==> src/core/cbs_consts.svh <==
// constants of the bus cycle sequencer: opcode fields, reset values, zero page
// assumes inclusion by the package, the execution unit and the sequencer only
// Functional notes
// - data bus is captured only on the edge that closes phase two.
// - write cycles never stall on ready; stepping halts in the next read.
// - each instruction opens with an opcode fetch cycle and runs to the next.
// - single-byte instructions take exactly two bus cycles.
// - second cycle of single-byte op reads program_counter plus one, byte discarded.
// - next fetch rereads that same address and executes the byte found.
// - shift-left, rotate-left and shift-right single-byte ops work on the accumulator.
// - address high byte drives lines 15..8, low byte drives lines 7..0.
// - zero page and absolute take operand bytes; indexed modes add an index.
// - opcode byte holds both operation and addressing mode.
// - data bus is driven only in phase two, never in phase one.
`ifndef CBS_CONSTS_SVH
`define CBS_CONSTS_SVH

`define CBS_OP_MSB     7
`define CBS_OP_LSB     4
`define CBS_MODE_MSB   3
`define CBS_MODE_LSB   0
`define CBS_RESET_PC   16'h0000
`define CBS_ZERO_PAGE  8'h00
`define CBS_BYTE_ZERO  8'h00
`define CBS_BYTE_ONE   8'h01

`endif

==> src/core/cbs_pkg.sv <==
// types of the bus cycle sequencer
// assumes cbs_consts.svh is on the include path
`include "cbs_consts.svh"

package cbs_pkg;

	// bus cycle within an instruction, gray along the longest path
	typedef enum logic [2:0] {
		CBS_FIRST_CYCLE  = 3'h0,
		CBS_SECOND_CYCLE = 3'h1,
		CBS_THIRD_CYCLE  = 3'h3,
		CBS_FOURTH_CYCLE = 3'h2,
		CBS_FIFTH_CYCLE  = 3'h6,
		CBS_SIXTH_CYCLE  = 3'h7
	} cbs_cyc_t;

	typedef enum logic [3:0] {
		CBS_MODE_IMPLIED = 4'h0,
		CBS_MODE_IMM     = 4'h1,
		CBS_MODE_ZP      = 4'h2,
		CBS_MODE_ABS     = 4'h3,
		CBS_MODE_ZPX     = 4'h4,
		CBS_MODE_ABSX    = 4'h5,
		CBS_MODE_ABSY    = 4'h6,
		CBS_MODE_INDX    = 4'h7,
		CBS_MODE_INDY    = 4'h8
	} cbs_mode_t;

	typedef enum logic [3:0] {
		CBS_IMP_NOP   = 4'h0,
		CBS_IMP_TAX   = 4'h1,
		CBS_IMP_TAY   = 4'h2,
		CBS_IMP_TXA   = 4'h3,
		CBS_IMP_TYA   = 4'h4,
		CBS_IMP_INX   = 4'h5,
		CBS_IMP_INY   = 4'h6,
		CBS_IMP_DEX   = 4'h7,
		CBS_IMP_DEY   = 4'h8,
		CBS_IMP_CLC   = 4'h9,
		CBS_IMP_SEC   = 4'ha,
		CBS_IMP_SHL   = 4'hb,
		CBS_IMP_ROL   = 4'hc,
		CBS_IMP_SHR   = 4'hd
	} cbs_imp_op_t;

	typedef enum logic [3:0] {
		CBS_MEM_LOAD_A  = 4'h0,
		CBS_MEM_LOAD_X  = 4'h1,
		CBS_MEM_LOAD_Y  = 4'h2,
		CBS_MEM_ADD     = 4'h3,
		CBS_MEM_AND     = 4'h4,
		CBS_MEM_OR      = 4'h5,
		CBS_MEM_XOR     = 4'h6,
		CBS_MEM_STORE_A = 4'h7,
		CBS_MEM_STORE_X = 4'h8,
		CBS_MEM_STORE_Y = 4'h9
	} cbs_mem_op_t;

	typedef struct packed {
		logic [7:0] acc;
		logic [7:0] idx_x;
		logic [7:0] idx_y;
		logic       carry;
		logic       zero;
		logic       neg;
	} cbs_regs_t;

	typedef struct packed {
		logic [15:0] addr;
		logic        rw;
		logic [7:0]  dout;
	} cbs_bus_t;

	function automatic logic cbs_is_store(input logic [7:0] opcode);
		logic [3:0] op;
		op = opcode[`CBS_OP_MSB:`CBS_OP_LSB];
		return (op == CBS_MEM_STORE_A) || (op == CBS_MEM_STORE_X) || (op == CBS_MEM_STORE_Y);
	endfunction

	// unknown mode codes run as a single-byte implied instruction with the same operation field
	function automatic cbs_mode_t cbs_mode(input logic [7:0] opcode);
		logic [3:0] m;
		m = opcode[`CBS_MODE_MSB:`CBS_MODE_LSB];
		return (m > 4'h8) ? CBS_MODE_IMPLIED : cbs_mode_t'(m);
	endfunction

	// low byte sum with carry out, used by every indexed step
	function automatic logic [8:0] cbs_add8(input logic [7:0] a, input logic [7:0] b);
		return {1'b0, a} + {1'b0, b};
	endfunction

endpackage

==> src/core/cbs_phase_gen.sv <==
// two-phase bus clock divider: one bus cycle is two clk periods
// assumes clk at 125 MHz; phase one first after reset
`timescale 1ns/1ps
`default_nettype none

module cbs_phase_gen (
	input  wire logic clk,
	input  wire logic arst_n,
	output var  logic phase_two_r,
	output var  logic phase_one_r
);

	logic phase_two_nxt;

	always_comb begin
		phase_two_nxt = ~phase_two_r;
	end

	always_ff @(posedge clk or negedge arst_n) begin
		if (!arst_n) begin
			phase_two_r <= 1'b0;
			phase_one_r <= 1'b1;
		end else begin
			phase_two_r <= phase_two_nxt;
			phase_one_r <= ~phase_two_nxt;
		end
	end

endmodule

`default_nettype wire

==> src/core/cbs_exec.sv <==
// execution unit: applies the decoded operation to the register set
// assumes the caller only uses the result on the cycle that completes an op
`timescale 1ns/1ps
`default_nettype none
`include "cbs_consts.svh"

module cbs_exec (
	input  wire logic [7:0]        opcode,
	input  wire logic [7:0]        data,
	input  wire cbs_pkg::cbs_regs_t regs_in,
	output var  cbs_pkg::cbs_regs_t regs_out
);

	logic [3:0] op;
	logic [8:0] sum;
	logic [7:0] res;
	logic       upd;

	always_comb begin
		op       = opcode[`CBS_OP_MSB:`CBS_OP_LSB];
		regs_out = regs_in;
		sum      = {1'b0, regs_in.acc} + {1'b0, data} + {8'h00, regs_in.carry};
		res      = regs_in.acc;
		upd      = 1'b1;
		if (cbs_pkg::cbs_mode(opcode) == cbs_pkg::CBS_MODE_IMPLIED) begin
			unique case (op)
				cbs_pkg::CBS_IMP_TAX: begin res = regs_in.acc; regs_out.idx_x = res; end
				cbs_pkg::CBS_IMP_TAY: begin res = regs_in.acc; regs_out.idx_y = res; end
				cbs_pkg::CBS_IMP_TXA: begin res = regs_in.idx_x; regs_out.acc = res; end
				cbs_pkg::CBS_IMP_TYA: begin res = regs_in.idx_y; regs_out.acc = res; end
				cbs_pkg::CBS_IMP_INX: begin res = regs_in.idx_x + 8'h01; regs_out.idx_x = res; end
				cbs_pkg::CBS_IMP_INY: begin res = regs_in.idx_y + 8'h01; regs_out.idx_y = res; end
				cbs_pkg::CBS_IMP_DEX: begin res = regs_in.idx_x - 8'h01; regs_out.idx_x = res; end
				cbs_pkg::CBS_IMP_DEY: begin res = regs_in.idx_y - 8'h01; regs_out.idx_y = res; end
				cbs_pkg::CBS_IMP_CLC: begin upd = 1'b0; regs_out.carry = 1'b0; end
				cbs_pkg::CBS_IMP_SEC: begin upd = 1'b0; regs_out.carry = 1'b1; end
				cbs_pkg::CBS_IMP_SHL: begin res = {regs_in.acc[6:0], 1'b0};
					regs_out.carry = regs_in.acc[7]; regs_out.acc = res; end
				cbs_pkg::CBS_IMP_ROL: begin res = {regs_in.acc[6:0], regs_in.carry};
					regs_out.carry = regs_in.acc[7]; regs_out.acc = res; end
				cbs_pkg::CBS_IMP_SHR: begin res = {1'b0, regs_in.acc[7:1]};
					regs_out.carry = regs_in.acc[0]; regs_out.acc = res; end
				default: upd = 1'b0;
			endcase
		end else begin
			unique case (op)
				cbs_pkg::CBS_MEM_LOAD_A: begin res = data; regs_out.acc = res; end
				cbs_pkg::CBS_MEM_LOAD_X: begin res = data; regs_out.idx_x = res; end
				cbs_pkg::CBS_MEM_LOAD_Y: begin res = data; regs_out.idx_y = res; end
				cbs_pkg::CBS_MEM_ADD: begin res = sum[7:0]; regs_out.acc = res; regs_out.carry = sum[8]; end
				cbs_pkg::CBS_MEM_AND: begin res = regs_in.acc & data; regs_out.acc = res; end
				cbs_pkg::CBS_MEM_OR: begin res = regs_in.acc | data; regs_out.acc = res; end
				cbs_pkg::CBS_MEM_XOR: begin res = regs_in.acc ^ data; regs_out.acc = res; end
				default: upd = 1'b0;
			endcase
		end
		if (upd) begin
			regs_out.zero = (res == 8'h00);
			regs_out.neg  = res[7];
		end
	end

endmodule

`default_nettype wire

==> src/core/cbs_seq.sv <==
// bus cycle sequencer of an 8-bit processor: fetch, addressing, read/write cycles
// assumes memories answer within phase two; ready sampled at the end of phase two
`timescale 1ns/1ps
`default_nettype none
`include "cbs_consts.svh"

module cbs_seq (
	input  wire logic        clk,
	input  wire logic        arst_n,
	input  wire logic        rdy,
	input  wire logic [7:0]  data_in,
	output var  logic [15:0] addr_r,
	output var  logic        rw_r,
	output var  logic [7:0]  data_out_r,
	output var  logic        data_oe_r,
	output var  logic        phi1_r,
	output var  logic        phi2_r,
	output var  logic        first_cycle_r
);

	logic               phase_two;
	logic               phase_one;
	logic               adv;
	cbs_pkg::cbs_mode_t mode;
	logic               store;
	cbs_pkg::cbs_regs_t regs_exec;

	cbs_pkg::cbs_cyc_t  cyc_r, cyc_nxt;
	cbs_pkg::cbs_bus_t  bus_r, bus_nxt;
	cbs_pkg::cbs_regs_t regs_r, regs_nxt;
	logic [15:0]        program_counter_r, program_counter_nxt;
	logic [7:0]         opcode_r, opcode_nxt;
	logic [7:0]         base_addr_low_r, base_addr_low_nxt;
	logic [7:0]         base_addr_high_r, base_addr_high_nxt;
	logic [7:0]         indirect_addr_low_r, indirect_addr_low_nxt;
	// carry out of the low-byte add decides whether a read takes a fix-up cycle; stores always take it
	logic               page_carry_r, page_carry_nxt;
	logic               data_oe_nxt;
	logic               fetch_r, fetch_nxt;
	logic [8:0]         sum;
	logic [7:0]         index;

	cbs_phase_gen u_phase (
		.clk         (clk),
		.arst_n      (arst_n),
		.phase_two_r (phase_two),
		.phase_one_r (phase_one)
	);

	cbs_exec u_exec (
		.opcode   (opcode_r),
		.data     (data_in),
		.regs_in  (regs_r),
		.regs_out (regs_exec)
	);

	// write cycles run through regardless of ready so stepping halts in a read
	assign adv   = phase_two && (!bus_r.rw || rdy);
	assign mode  = cbs_pkg::cbs_mode(opcode_r);
	assign store = cbs_pkg::cbs_is_store(opcode_r);
	// abs,Y and (ind),Y index with Y; every other indexed mode uses X
	assign index = (mode == cbs_pkg::CBS_MODE_ABSY || mode == cbs_pkg::CBS_MODE_INDY) ? regs_r.idx_y
	             : regs_r.idx_x;

	function automatic logic [7:0] store_value(input logic [7:0] opc, input cbs_pkg::cbs_regs_t r);
		logic [3:0] op;
		op = opc[`CBS_OP_MSB:`CBS_OP_LSB];
		if (op == cbs_pkg::CBS_MEM_STORE_X) begin
			return r.idx_x;
		end else if (op == cbs_pkg::CBS_MEM_STORE_Y) begin
			return r.idx_y;
		end
		return r.acc;
	endfunction

	// place a full address: high byte on lines 15..8, low byte on 7..0
	function automatic logic [15:0] place(input logic [7:0] high, input logic [7:0] low);
		return {high, low};
	endfunction

	always_comb begin
		cyc_nxt               = cyc_r;
		bus_nxt               = bus_r;
		regs_nxt              = regs_r;
		program_counter_nxt   = program_counter_r;
		opcode_nxt            = opcode_r;
		base_addr_low_nxt     = base_addr_low_r;
		base_addr_high_nxt    = base_addr_high_r;
		indirect_addr_low_nxt = indirect_addr_low_r;
		page_carry_nxt        = page_carry_r;
		sum                   = 9'h000;
		if (adv) begin
			bus_nxt.rw = 1'b1;
			unique case (cyc_r)
				cbs_pkg::CBS_FIRST_CYCLE: begin
					opcode_nxt          = data_in;
					program_counter_nxt = program_counter_r + 16'h0001;
					bus_nxt.addr        = program_counter_r + 16'h0001;
					cyc_nxt             = cbs_pkg::CBS_SECOND_CYCLE;
				end
				cbs_pkg::CBS_SECOND_CYCLE: begin
					unique case (mode)
						cbs_pkg::CBS_MODE_IMPLIED: begin
							// byte read here is dropped; the same address is fetched again
							regs_nxt     = regs_exec;
							bus_nxt.addr = program_counter_r;
							cyc_nxt      = cbs_pkg::CBS_FIRST_CYCLE;
						end
						cbs_pkg::CBS_MODE_IMM: begin
							regs_nxt            = regs_exec;
							program_counter_nxt = program_counter_r + 16'h0001;
							bus_nxt.addr        = program_counter_r + 16'h0001;
							cyc_nxt             = cbs_pkg::CBS_FIRST_CYCLE;
						end
						cbs_pkg::CBS_MODE_ZP: begin
							base_addr_low_nxt   = data_in;
							program_counter_nxt = program_counter_r + 16'h0001;
							bus_nxt.addr        = place(`CBS_ZERO_PAGE, data_in);
							bus_nxt.rw          = !store;
							cyc_nxt             = cbs_pkg::CBS_THIRD_CYCLE;
						end
						cbs_pkg::CBS_MODE_ZPX, cbs_pkg::CBS_MODE_INDX, cbs_pkg::CBS_MODE_INDY: begin
							base_addr_low_nxt     = data_in;
							indirect_addr_low_nxt = data_in;
							program_counter_nxt   = program_counter_r + 16'h0001;
							bus_nxt.addr          = place(`CBS_ZERO_PAGE, data_in);
							cyc_nxt               = cbs_pkg::CBS_THIRD_CYCLE;
						end
						default: begin
							base_addr_low_nxt   = data_in;
							program_counter_nxt = program_counter_r + 16'h0001;
							bus_nxt.addr        = program_counter_r + 16'h0001;
							cyc_nxt             = cbs_pkg::CBS_THIRD_CYCLE;
						end
					endcase
				end
				cbs_pkg::CBS_THIRD_CYCLE: begin
					cyc_nxt = cbs_pkg::CBS_FOURTH_CYCLE;
					unique case (mode)
						cbs_pkg::CBS_MODE_ABS: begin
							base_addr_high_nxt  = data_in;
							program_counter_nxt = program_counter_r + 16'h0001;
							bus_nxt.addr        = place(data_in, base_addr_low_r);
							bus_nxt.rw          = !store;
						end
						cbs_pkg::CBS_MODE_ABSX, cbs_pkg::CBS_MODE_ABSY: begin
							sum                 = cbs_pkg::cbs_add8(base_addr_low_r, index);
							base_addr_high_nxt  = data_in;
							base_addr_low_nxt   = sum[7:0];
							page_carry_nxt      = sum[8];
							program_counter_nxt = program_counter_r + 16'h0001;
							bus_nxt.addr        = place(data_in, sum[7:0]);
						end
						cbs_pkg::CBS_MODE_ZPX, cbs_pkg::CBS_MODE_INDX: begin
							// index wraps inside page zero
							sum               = cbs_pkg::cbs_add8(base_addr_low_r, index);
							base_addr_low_nxt = sum[7:0];
							bus_nxt.addr      = place(`CBS_ZERO_PAGE, sum[7:0]);
							bus_nxt.rw        = !(store && mode == cbs_pkg::CBS_MODE_ZPX);
						end
						cbs_pkg::CBS_MODE_INDY: begin
							base_addr_low_nxt = data_in;
							sum               = cbs_pkg::cbs_add8(indirect_addr_low_r, `CBS_BYTE_ONE);
							bus_nxt.addr      = place(`CBS_ZERO_PAGE, sum[7:0]);
						end
						default: begin
							regs_nxt     = regs_exec;
							bus_nxt.addr = program_counter_r;
							cyc_nxt      = cbs_pkg::CBS_FIRST_CYCLE;
						end
					endcase
				end
				cbs_pkg::CBS_FOURTH_CYCLE: begin
					cyc_nxt = cbs_pkg::CBS_FIFTH_CYCLE;
					unique case (mode)
						cbs_pkg::CBS_MODE_ABSX, cbs_pkg::CBS_MODE_ABSY: begin
							if (!store && !page_carry_r) begin
								regs_nxt     = regs_exec;
								bus_nxt.addr = program_counter_r;
								cyc_nxt      = cbs_pkg::CBS_FIRST_CYCLE;
							end else begin
								sum          = cbs_pkg::cbs_add8(base_addr_high_r, {7'h00, page_carry_r});
								bus_nxt.addr = place(sum[7:0], base_addr_low_r);
								bus_nxt.rw   = !store;
							end
						end
						cbs_pkg::CBS_MODE_INDX: begin
							base_addr_low_nxt = data_in;
							sum               = cbs_pkg::cbs_add8(base_addr_low_r, `CBS_BYTE_ONE);
							bus_nxt.addr      = place(`CBS_ZERO_PAGE, sum[7:0]);
						end
						cbs_pkg::CBS_MODE_INDY: begin
							sum                = cbs_pkg::cbs_add8(base_addr_low_r, index);
							base_addr_high_nxt = data_in;
							base_addr_low_nxt  = sum[7:0];
							page_carry_nxt     = sum[8];
							bus_nxt.addr       = place(data_in, sum[7:0]);
						end
						default: begin
							if (bus_r.rw) begin
								regs_nxt = regs_exec;
							end
							bus_nxt.addr = program_counter_r;
							cyc_nxt      = cbs_pkg::CBS_FIRST_CYCLE;
						end
					endcase
				end
				cbs_pkg::CBS_FIFTH_CYCLE: begin
					cyc_nxt = cbs_pkg::CBS_SIXTH_CYCLE;
					if (mode == cbs_pkg::CBS_MODE_INDX) begin
						base_addr_high_nxt = data_in;
						bus_nxt.addr       = place(data_in, base_addr_low_r);
						bus_nxt.rw         = !store;
					end else if (mode == cbs_pkg::CBS_MODE_INDY && (store || page_carry_r)) begin
						sum          = cbs_pkg::cbs_add8(base_addr_high_r, {7'h00, page_carry_r});
						bus_nxt.addr = place(sum[7:0], base_addr_low_r);
						bus_nxt.rw   = !store;
					end else begin
						if (bus_r.rw) begin
							regs_nxt = regs_exec;
						end
						bus_nxt.addr = program_counter_r;
						cyc_nxt      = cbs_pkg::CBS_FIRST_CYCLE;
					end
				end
				default: begin
					if (bus_r.rw) begin
						regs_nxt = regs_exec;
					end
					bus_nxt.addr = program_counter_r;
					cyc_nxt      = cbs_pkg::CBS_FIRST_CYCLE;
				end
			endcase
			bus_nxt.dout = store_value(opcode_r, regs_r);
		end
	end

	// pin strobes have flops of their own so every pin comes straight from one
	always_comb begin
		// drive only during the coming phase two of a write cycle
		data_oe_nxt = phase_two ? 1'b0 : !bus_r.rw;
		fetch_nxt   = (cyc_nxt == cbs_pkg::CBS_FIRST_CYCLE);
	end

	always_ff @(posedge clk or negedge arst_n) begin
		if (!arst_n) begin
			data_oe_r <= 1'b0;
			fetch_r   <= 1'b1;
		end else begin
			data_oe_r <= data_oe_nxt;
			fetch_r   <= fetch_nxt;
		end
	end

	always_ff @(posedge clk or negedge arst_n) begin
		if (!arst_n) begin
			cyc_r               <= cbs_pkg::CBS_FIRST_CYCLE;
			bus_r               <= '{addr: `CBS_RESET_PC, rw: 1'b1, dout: `CBS_BYTE_ZERO};
			program_counter_r   <= `CBS_RESET_PC;
			opcode_r            <= `CBS_BYTE_ZERO;
		end else begin
			cyc_r               <= cyc_nxt;
			bus_r               <= bus_nxt;
			program_counter_r   <= program_counter_nxt;
			opcode_r            <= opcode_nxt;
		end
	end

	// architectural registers move only when an instruction retires
	always_ff @(posedge clk or negedge arst_n) begin
		if (!arst_n) begin
			regs_r              <= '0;
		end else begin
			regs_r              <= regs_nxt;
		end
	end

	// operand bytes live only for the length of one instruction
	always_ff @(posedge clk or negedge arst_n) begin
		if (!arst_n) begin
			base_addr_low_r     <= `CBS_BYTE_ZERO;
			base_addr_high_r    <= `CBS_BYTE_ZERO;
			indirect_addr_low_r <= `CBS_BYTE_ZERO;
			page_carry_r        <= 1'b0;
		end else begin
			base_addr_low_r     <= base_addr_low_nxt;
			base_addr_high_r    <= base_addr_high_nxt;
			indirect_addr_low_r <= indirect_addr_low_nxt;
			page_carry_r        <= page_carry_nxt;
		end
	end

	assign addr_r        = bus_r.addr;
	assign rw_r          = bus_r.rw;
	assign data_out_r    = bus_r.dout;
	assign phi1_r        = phase_one;
	assign phi2_r        = phase_two;
	assign first_cycle_r = fetch_r;

endmodule

`default_nettype wire

==> config.mk <==
export PLATFORM = sky130hd
export DESIGN_NAME = cbs_seq
export DESIGN_NICKNAME = d
export VERILOG_FILES = /design/src/core/cbs_pkg.sv /design/src/core/cbs_phase_gen.sv /design/src/core/cbs_exec.sv /design/src/core/cbs_seq.sv
export VERILOG_INCLUDE_DIRS = /design/src /design/src/core
export SDC_FILE = /design/constraint.sdc
export NUM_CORES = 1
export LEC_CHECK = 0
export BUFFER_PORTS_ARGS = -buffer_cell sky130_fd_sc_hd__clkbuf_2
export CAP_MARGIN = 0
export CORE_UTILIZATION = 45
export CTS_BUF_LIST = sky130_fd_sc_hd__clkbuf_16
export CTS_CLUSTER_SIZE = 12
export DETAILED_ROUTE_END_ITERATION = 10
export SLEW_MARGIN = 20
export SYNTH_ARGS = -nofsm -noshare
export SYNTH_HDL_FRONTEND = slang
export SYNTH_SLANG_ARGS = --single-unit
==> constraint.sdc <==
create_clock -name clk -period 5.1 [get_ports clk]
set_clock_uncertainty 0.2 [all_clocks]
set_input_delay 1.02 -clock clk [delete_from_list [all_inputs] [get_ports clk]]
set_output_delay 1.02 -clock clk [all_outputs]
set_load 0.02 [all_outputs]
Word level (Yosys, flattened, before mapping)
Cells that the tools add are included.

Eq/ne operators: 39. Add/subtract/negate cells: 11. $lt $le $gt $ge: 1. Muxes and demuxes: 68. Reductions and logical operators: 42. Bitwise gates (word level): 5.

Operators by type and width (number): 27-bit two-way mux (6); 27-bit one-hot mux with 5 select lines (1); 8-bit one-hot mux with 5 select lines (3); 16-bit one-hot mux with 3 select lines (2); 8-bit one-hot mux with 3 select lines (4); 8-bit two-way mux (11); 16-bit one-hot mux with 5 select lines (1); 8-bit one-hot mux with 9 select lines (1); 16-bit two-way mux (4); 16-bit one-hot mux with 4 select lines (1); 27-bit one-hot mux with 2 select lines (1); 8-bit by 1-bit adder with 8-bit output, second input constant (4); 4-bit by 3-bit equality test with 1-bit output, second input constant (8); 16-bit one-hot mux with 2 select lines (1); 8-bit one-hot mux with 2 select lines (2); 4-bit equality test, second input constant (7); 25-bit two-way mux (1); 2-bit != test, second input constant (10); 8-bit by 8-bit adder with 9-bit output (2); 17-bit two-way mux (1); 16-bit by 1-bit adder with 16-bit output, second input constant (1); 4-bit by 2-bit equality test with 1-bit output, second input constant (4); 8-bit by 1-bit subtractor with 8-bit output, second input constant (2); 3-bit one-hot mux with 5 select lines (1); 39 further kinds (87).

Input port bits: 11. Register bits: 108.

Depth between registers and ports, before layout
Depth after elaboration: 10. Mapped depth: 18.

Modules after synthesis
From an unflattened synthesis, not the netlist that was laid out.

Cells, all modules: 1327. Area, all modules: 10684.0 um2.

Modules (own cells, without submodules): cbs_seq (area each 7493.4 um2, instances 1, cells each 848); cbs_exec (area each 3135.5 um2, instances 1, cells each 476); cbs_phase_gen (area each 55.1 um2, instances 1, cells each 3).

Worst setup path before layout
Ideal clock, no wire load.

Path type: reg-to-reg. Start point: reg opcode_r[3]. End point: reg bus_r, in the netlist addr_r[6]. Path slack: 1522 ps. Library setup time: 124 ps. Stages on the path, launching flop included: 16. Clock period less this slack: 3578 ps. Data arrival time: 3254 ps. Buffers on the path: 3. Cells stage by stage: dfrtp_1 buf_2 buf_1 a21oi_1 nor2_1 clkbuf_1 o21ai_0 ha_1 fa_1 a21o_1 a21oi_1 o21ai_0 xor2_1 a222oi_1 a2bb2oi_1 a21oi_1.

Cells in the longest elaborated chain, start to end: 8.

Ends and longest elaborated chain: start, declared (line cbs_seq.sv:32) `logic [7:0] opcode_r, opcode_nxt;`; start signal, assigned (line cbs_seq.sv:260) `` opcode_r <= `CBS_BYTE_ZERO; ``; start signal, assigned (line cbs_seq.sv:265) `opcode_r <= opcode_nxt;`; 4-bit > comparator (line cbs_pkg.sv:84) `return (m > 4'h8) ? CBS_MODE_IMPLIED : cbs_mode_t'(m);`; 4-bit two-way mux * (line cbs_pkg.sv:84); 4-bit by 3-bit equality test with 1-bit output or 4-bit equality test (tied branches); 1-bit logical OR (line cbs_seq.sv:62) `assign index = (mode == cbs_pkg::CBS_MODE_ABSY || mode == cbs_pkg::CBS_MODE_INDY) ? regs_r.idx_y`; 8-bit two-way mux (line cbs_seq.sv:62); 8-bit by 8-bit adder with 9-bit output (line cbs_pkg.sv:89) `return {1'b0, a} + {1'b0, b};`; 16-bit one-hot mux with 4 select lines or 16-bit one-hot mux with 3 select lines (tied branches) (line cbs_seq.sv:139, cbs_seq.sv:175); 16-bit one-hot mux with 5 select lines * (line cbs_seq.sv:94) `unique case (cyc_r)`; end signal, assigned (line cbs_seq.sv:258) `` bus_r <= '{addr: `CBS_RESET_PC, rw: 1'b1, dout: `CBS_BYTE_ZERO}; ``; end signal, assigned (line cbs_seq.sv:263) `bus_r <= bus_nxt;`; end, declared (line cbs_seq.sv:29) `cbs_pkg::cbs_bus_t bus_r, bus_nxt;`.

Mark *: on every way between the ends. The rest lies on a longest branch, timed or not. A chain may end at the register's enable or synchronous reset.

Worst setup path after layout
Start point: reg opcode_r[2]. End point: reg bus_r, in the netlist addr_r[6].

Same word-level chain as after synthesis.

==> reports/qor.yml <==
sta:
  fmax_mhz: 262.8
  post-route-period-util_pct: 74.62
  rsz0062_at_grt: "false"
  drv_slew: 0
  period_minus_slack_ns: 3.805
  tns_ns: 0
  tightestPinTransition_ns: 1.082
  setup_violations: 0
  hold_violations: 0
  maxSlewHeadroom_pct: 27.59
setup_path:
  cp_slowest_cell: "dfrtp_1"
  cp-start-kind: "flip-flop"
  worstSetupPathType: "flip-flop to flip-flop"
  max_stage_delay_ns: 0.76
  crit_buf_inv: 1
  cp_common_cell: "a21oi_1"
  worst-endpoint-required_ns: 5.15
  cp_data_arrival_time_ns: 3.86
  cp-end-kind: "flip-flop"
  critPathTopFamily: "compound AO/OA/AOI/OAI gates"
  worst-path-max-fanout: 20
  worstPathCellList: "nand2_1 > nor2_1 > a21oi_1 > nor2_1 > buf_4 > o21ai_0 > ha_1 > fa_1 > a21o_1 > a21oi_1 > o21ai_0 > xor2_1 > a222oi_1 > a2bb2oi_1 > a21oi_1"
grt:
  antenna_found_initial: 0
  grt_overflow: 0
  grt_max_degree: 51
  grt_usage_pct: 33.74
  grt_pass1_vias: 9177
  grt_pass1_wl_um: 56010
synthesis:
  synth.distinct_cells: 83
  syn_avg_cell_area_um2: 7.714
  ys_async_sr_fraction_pct: 100.0
  synthFlopType: "dfrtp_1"
  netlist_instances: 1241
  synth_enable_flop_cells: 0
  syn_nets: 1289
  yosysWarnings: 0
  synth-seq-cells: 106
  synth-seq-area-share_pct: 27.75
  synth_top_area_share_pct: 26.92
  synth_largest_area_cell: "dfrtp_1"
  yosys-top-cells-area: "dfrtp_1 27%, o21ai_0 5.9%, nand2_1 5.1%"
  syn-cell-area_mm2: 0.009573
clock_network:
  clockRootBuffer: "clkbuf_16"
  postCtsSetupBuffers: 0
  h-tree-depth: 3
  numCtsBuffers: 9
  clock_sinks: 106
  cts_resized: 0
  clkTransAtPathRegs_ns: 0.08
  clock_latency_ns: 0.36
  cts_tree: "yes"
  cts_hold_buf: 0
  cts_buffer_depth: 2
final_layout:
  layout-drive-gt1-share_pct: 10.55
  fin_util_pct: 49.48
  multiInputGateArea_mm2: 0.006360
  area_growth_pct: 6.261
  antenna-diode-count: 0
  fin_nets: 1257
  num-fill-cells: 2086
  register_area_mm2: 0.002656
floorplan:
  initial_utilization_pct: 46.56
  rows: 52
  io_pins: 40
  coreArea_mm2: 0.02056
  dieHeight_um: 147.9
  dieArea_mm2: 0.02186
  die_x_um: 147.9
drt:
  dr.pass1.iters: 6
  vias: 9969
  drc: 0
  antenna_left: 0
  drt_iter0_markers: 1234
  wl_um: 36150
  avgViaCountPerCell: 6.722
  wl_per_cell_um: 24.37
pwr:
  p_leak_nw: 4.011
  peakVddDrop_mv: 0.3170
  power.density_mw_per_mm2: 720.7
place:
  dp_hpwl_um: 25810
  port_buffers: 39
  gp_congestion: 1.003
min_path:
  hp-class: "flip-flop to flip-flop"
job:
  cap_violations: 0
run_status:
  outcome: "finished clean"
[worst min-delay path: cells and delay by family, from the launching register on]
kind             cells  cell delay, ns
flip-flops           1            0.34
AO/OA/AOI/OAI        1            0.06
AND/OR/NAND/NOR      1            0.05
[worst paths after layout]
kind | startpoint | to | slack (ns) | depth (start not counted)
max in group asynchronous | arst_n | indirect_addr_low_r[5]$_DFFE_PN0P_ | 3.23 | 2
setup reg to reg | opcode_r[2]$_DFFE_PN0P_ | addr_r[6]$_DFFE_PN0P_ | 1.29 | 15
min in group asynchronous | arst_n | regs_r[9]$_DFFE_PN0P_ | 0.45 | 1
hold / removal | data_out_r[2]$_DFFE_PN0P_ | data_out_r[2]$_DFFE_PN0P_ | 0.28 | 2
hold reg to reg | data_out_r[2]$_DFFE_PN0P_ | data_out_r[2]$_DFFE_PN0P_ | 0.28 | 2
setup / recovery | opcode_r[2]$_DFFE_PN0P_ | addr_r[6]$_DFFE_PN0P_ | 1.29 | 15
[synthesized netlist by cell type (8+ instances only)]
cell type / instances
a22oi_1: 16
inv_1: 39
and3_1: 16
clkbuf_1: 76
o22ai_1: 17
mux2i_1: 19
nand2_1: 131
nand3_1: 43
nand2b_1: 12
a22o_1: 8
or3_1: 9
nor2_1: 112
nor3_1: 32
o221ai_1: 13
a211oi_1: 11
dfrtp_1: 103
a31oi_1: 26
o211ai_1: 13
nor2b_1: 10
a221oi_1: 21
xor2_1: 18
xnor2_1: 39
a21oi_1: 95
mux2_2: 22
buf_1: 12
ha_1: 34
buf_2: 13
o21ai_0: 113
[logic make-up after synthesis]
family                   Yosys count  share of synthesized area (%)
AO/OA/AOI/OAI                    435                          30.21
XOR/XNOR                          57                          5.215
adder cells (fa/ha/maj)           37                          5.071
buffers and inverters            146                          6.208
flip-flops                       106                          27.75
multiplexers                      41                          4.575
AND/OR/NAND/NOR                  419                          20.98
[layout by cell type (no fill, tap or decap), types with 6 or more instances in the layout]
cell type	instances
dfrtp_1	103
xor2_1	17
nor4_1	7
a32o_1	6
ha_1	34
nand2_1	131
a22oi_1	16
clkbuf_16	9
clkbuf_2	38
o211ai_1	13
o221ai_1	13
a22o_1	8
nor3_1	31
o21ai_0	113
a221oi_1	21
mux2_2	22
and2_1	6
nand2b_1	12
a2bb2oi_1	7
a21o_1	7
nand4_1	7
o22ai_1	17
a21oi_1	95
inv_1	41
o21ai_1	6
o22a_1	7
buf_4	26
nor2_1	112
xnor2_1	38
mux2i_1	19
a211oi_1	11
nor2b_1	10
or3_1	9
o21a_1	6
nand3_1	43
and3_1	16
a31oi_1	26
[cell type report]
type | count | share of cell area, %
multi-input combinational | 989 | 62.52
inverter | 39 | 1.439
timing repair buffer | 64 | 3.788
clock buffer | 9 | 2.214
tap | 270 | 3.321
sequential | 106 | 26.11
clock inverter | 6 | 0.6027
[through the flow]
| stage | std cells | hold WS, ns | power [mW] | cell area [um2] | setup slack, ns |
|---|---|---|---|---|---|
| CTS | 1483 | 0.2863 | 7.169 | 10170 | 1.305 |
| global route | 1483 | 0.3010 | 7.814 | 10170 | 0.9166 |
| detailed placement | 1468 | 0.2699 | 6.437 | 9886 | 1.312 |
| finish | 1483 | 0.2794 | 7.331 | 10170 | 1.295 |
| floorplan | 1241 | 0.2875 | 5.001 | 9573 | 1.522 |
| global placement | 1468 | 0.2619 | 6.437 | 9886 | 1.320 |
[routing by layer]
layer	GRT usage, %	wire length [um]	vias to the layer above
li1	-	-	4531
met1	49.46	16130	4748
met2	47.05	14590	601
met3	9.167	4230	89
met4	11.55	1204	0
met5	0	0	-
[report_power, final]
part / switching (mW) / leakage (nW) / internal, mW
sequential: 0.701 / 1.32 / 1.17
clock: 0.341 / 0.140 / 0.376
combinational: 3.07 / 2.55 / 1.68
total: 4.11 / 4.01 / 3.22
[flip-flops by register name (all words and copies together) (netlist names)]
signal,count
first_cycle_r,1
u_phase.phase_one_r,1
data_out_r,8
cyc_r,3
data_oe_r,1
rw_r,1
base_addr_high_r,8
addr_r,16
regs_r,25
indirect_addr_low_r,8
u_phase.phase_two_r,1
opcode_r,8
base_addr_low_r,8
program_counter_r,16
page_carry_r,1
No activity file was read; power rests on OpenSTA's default activity.
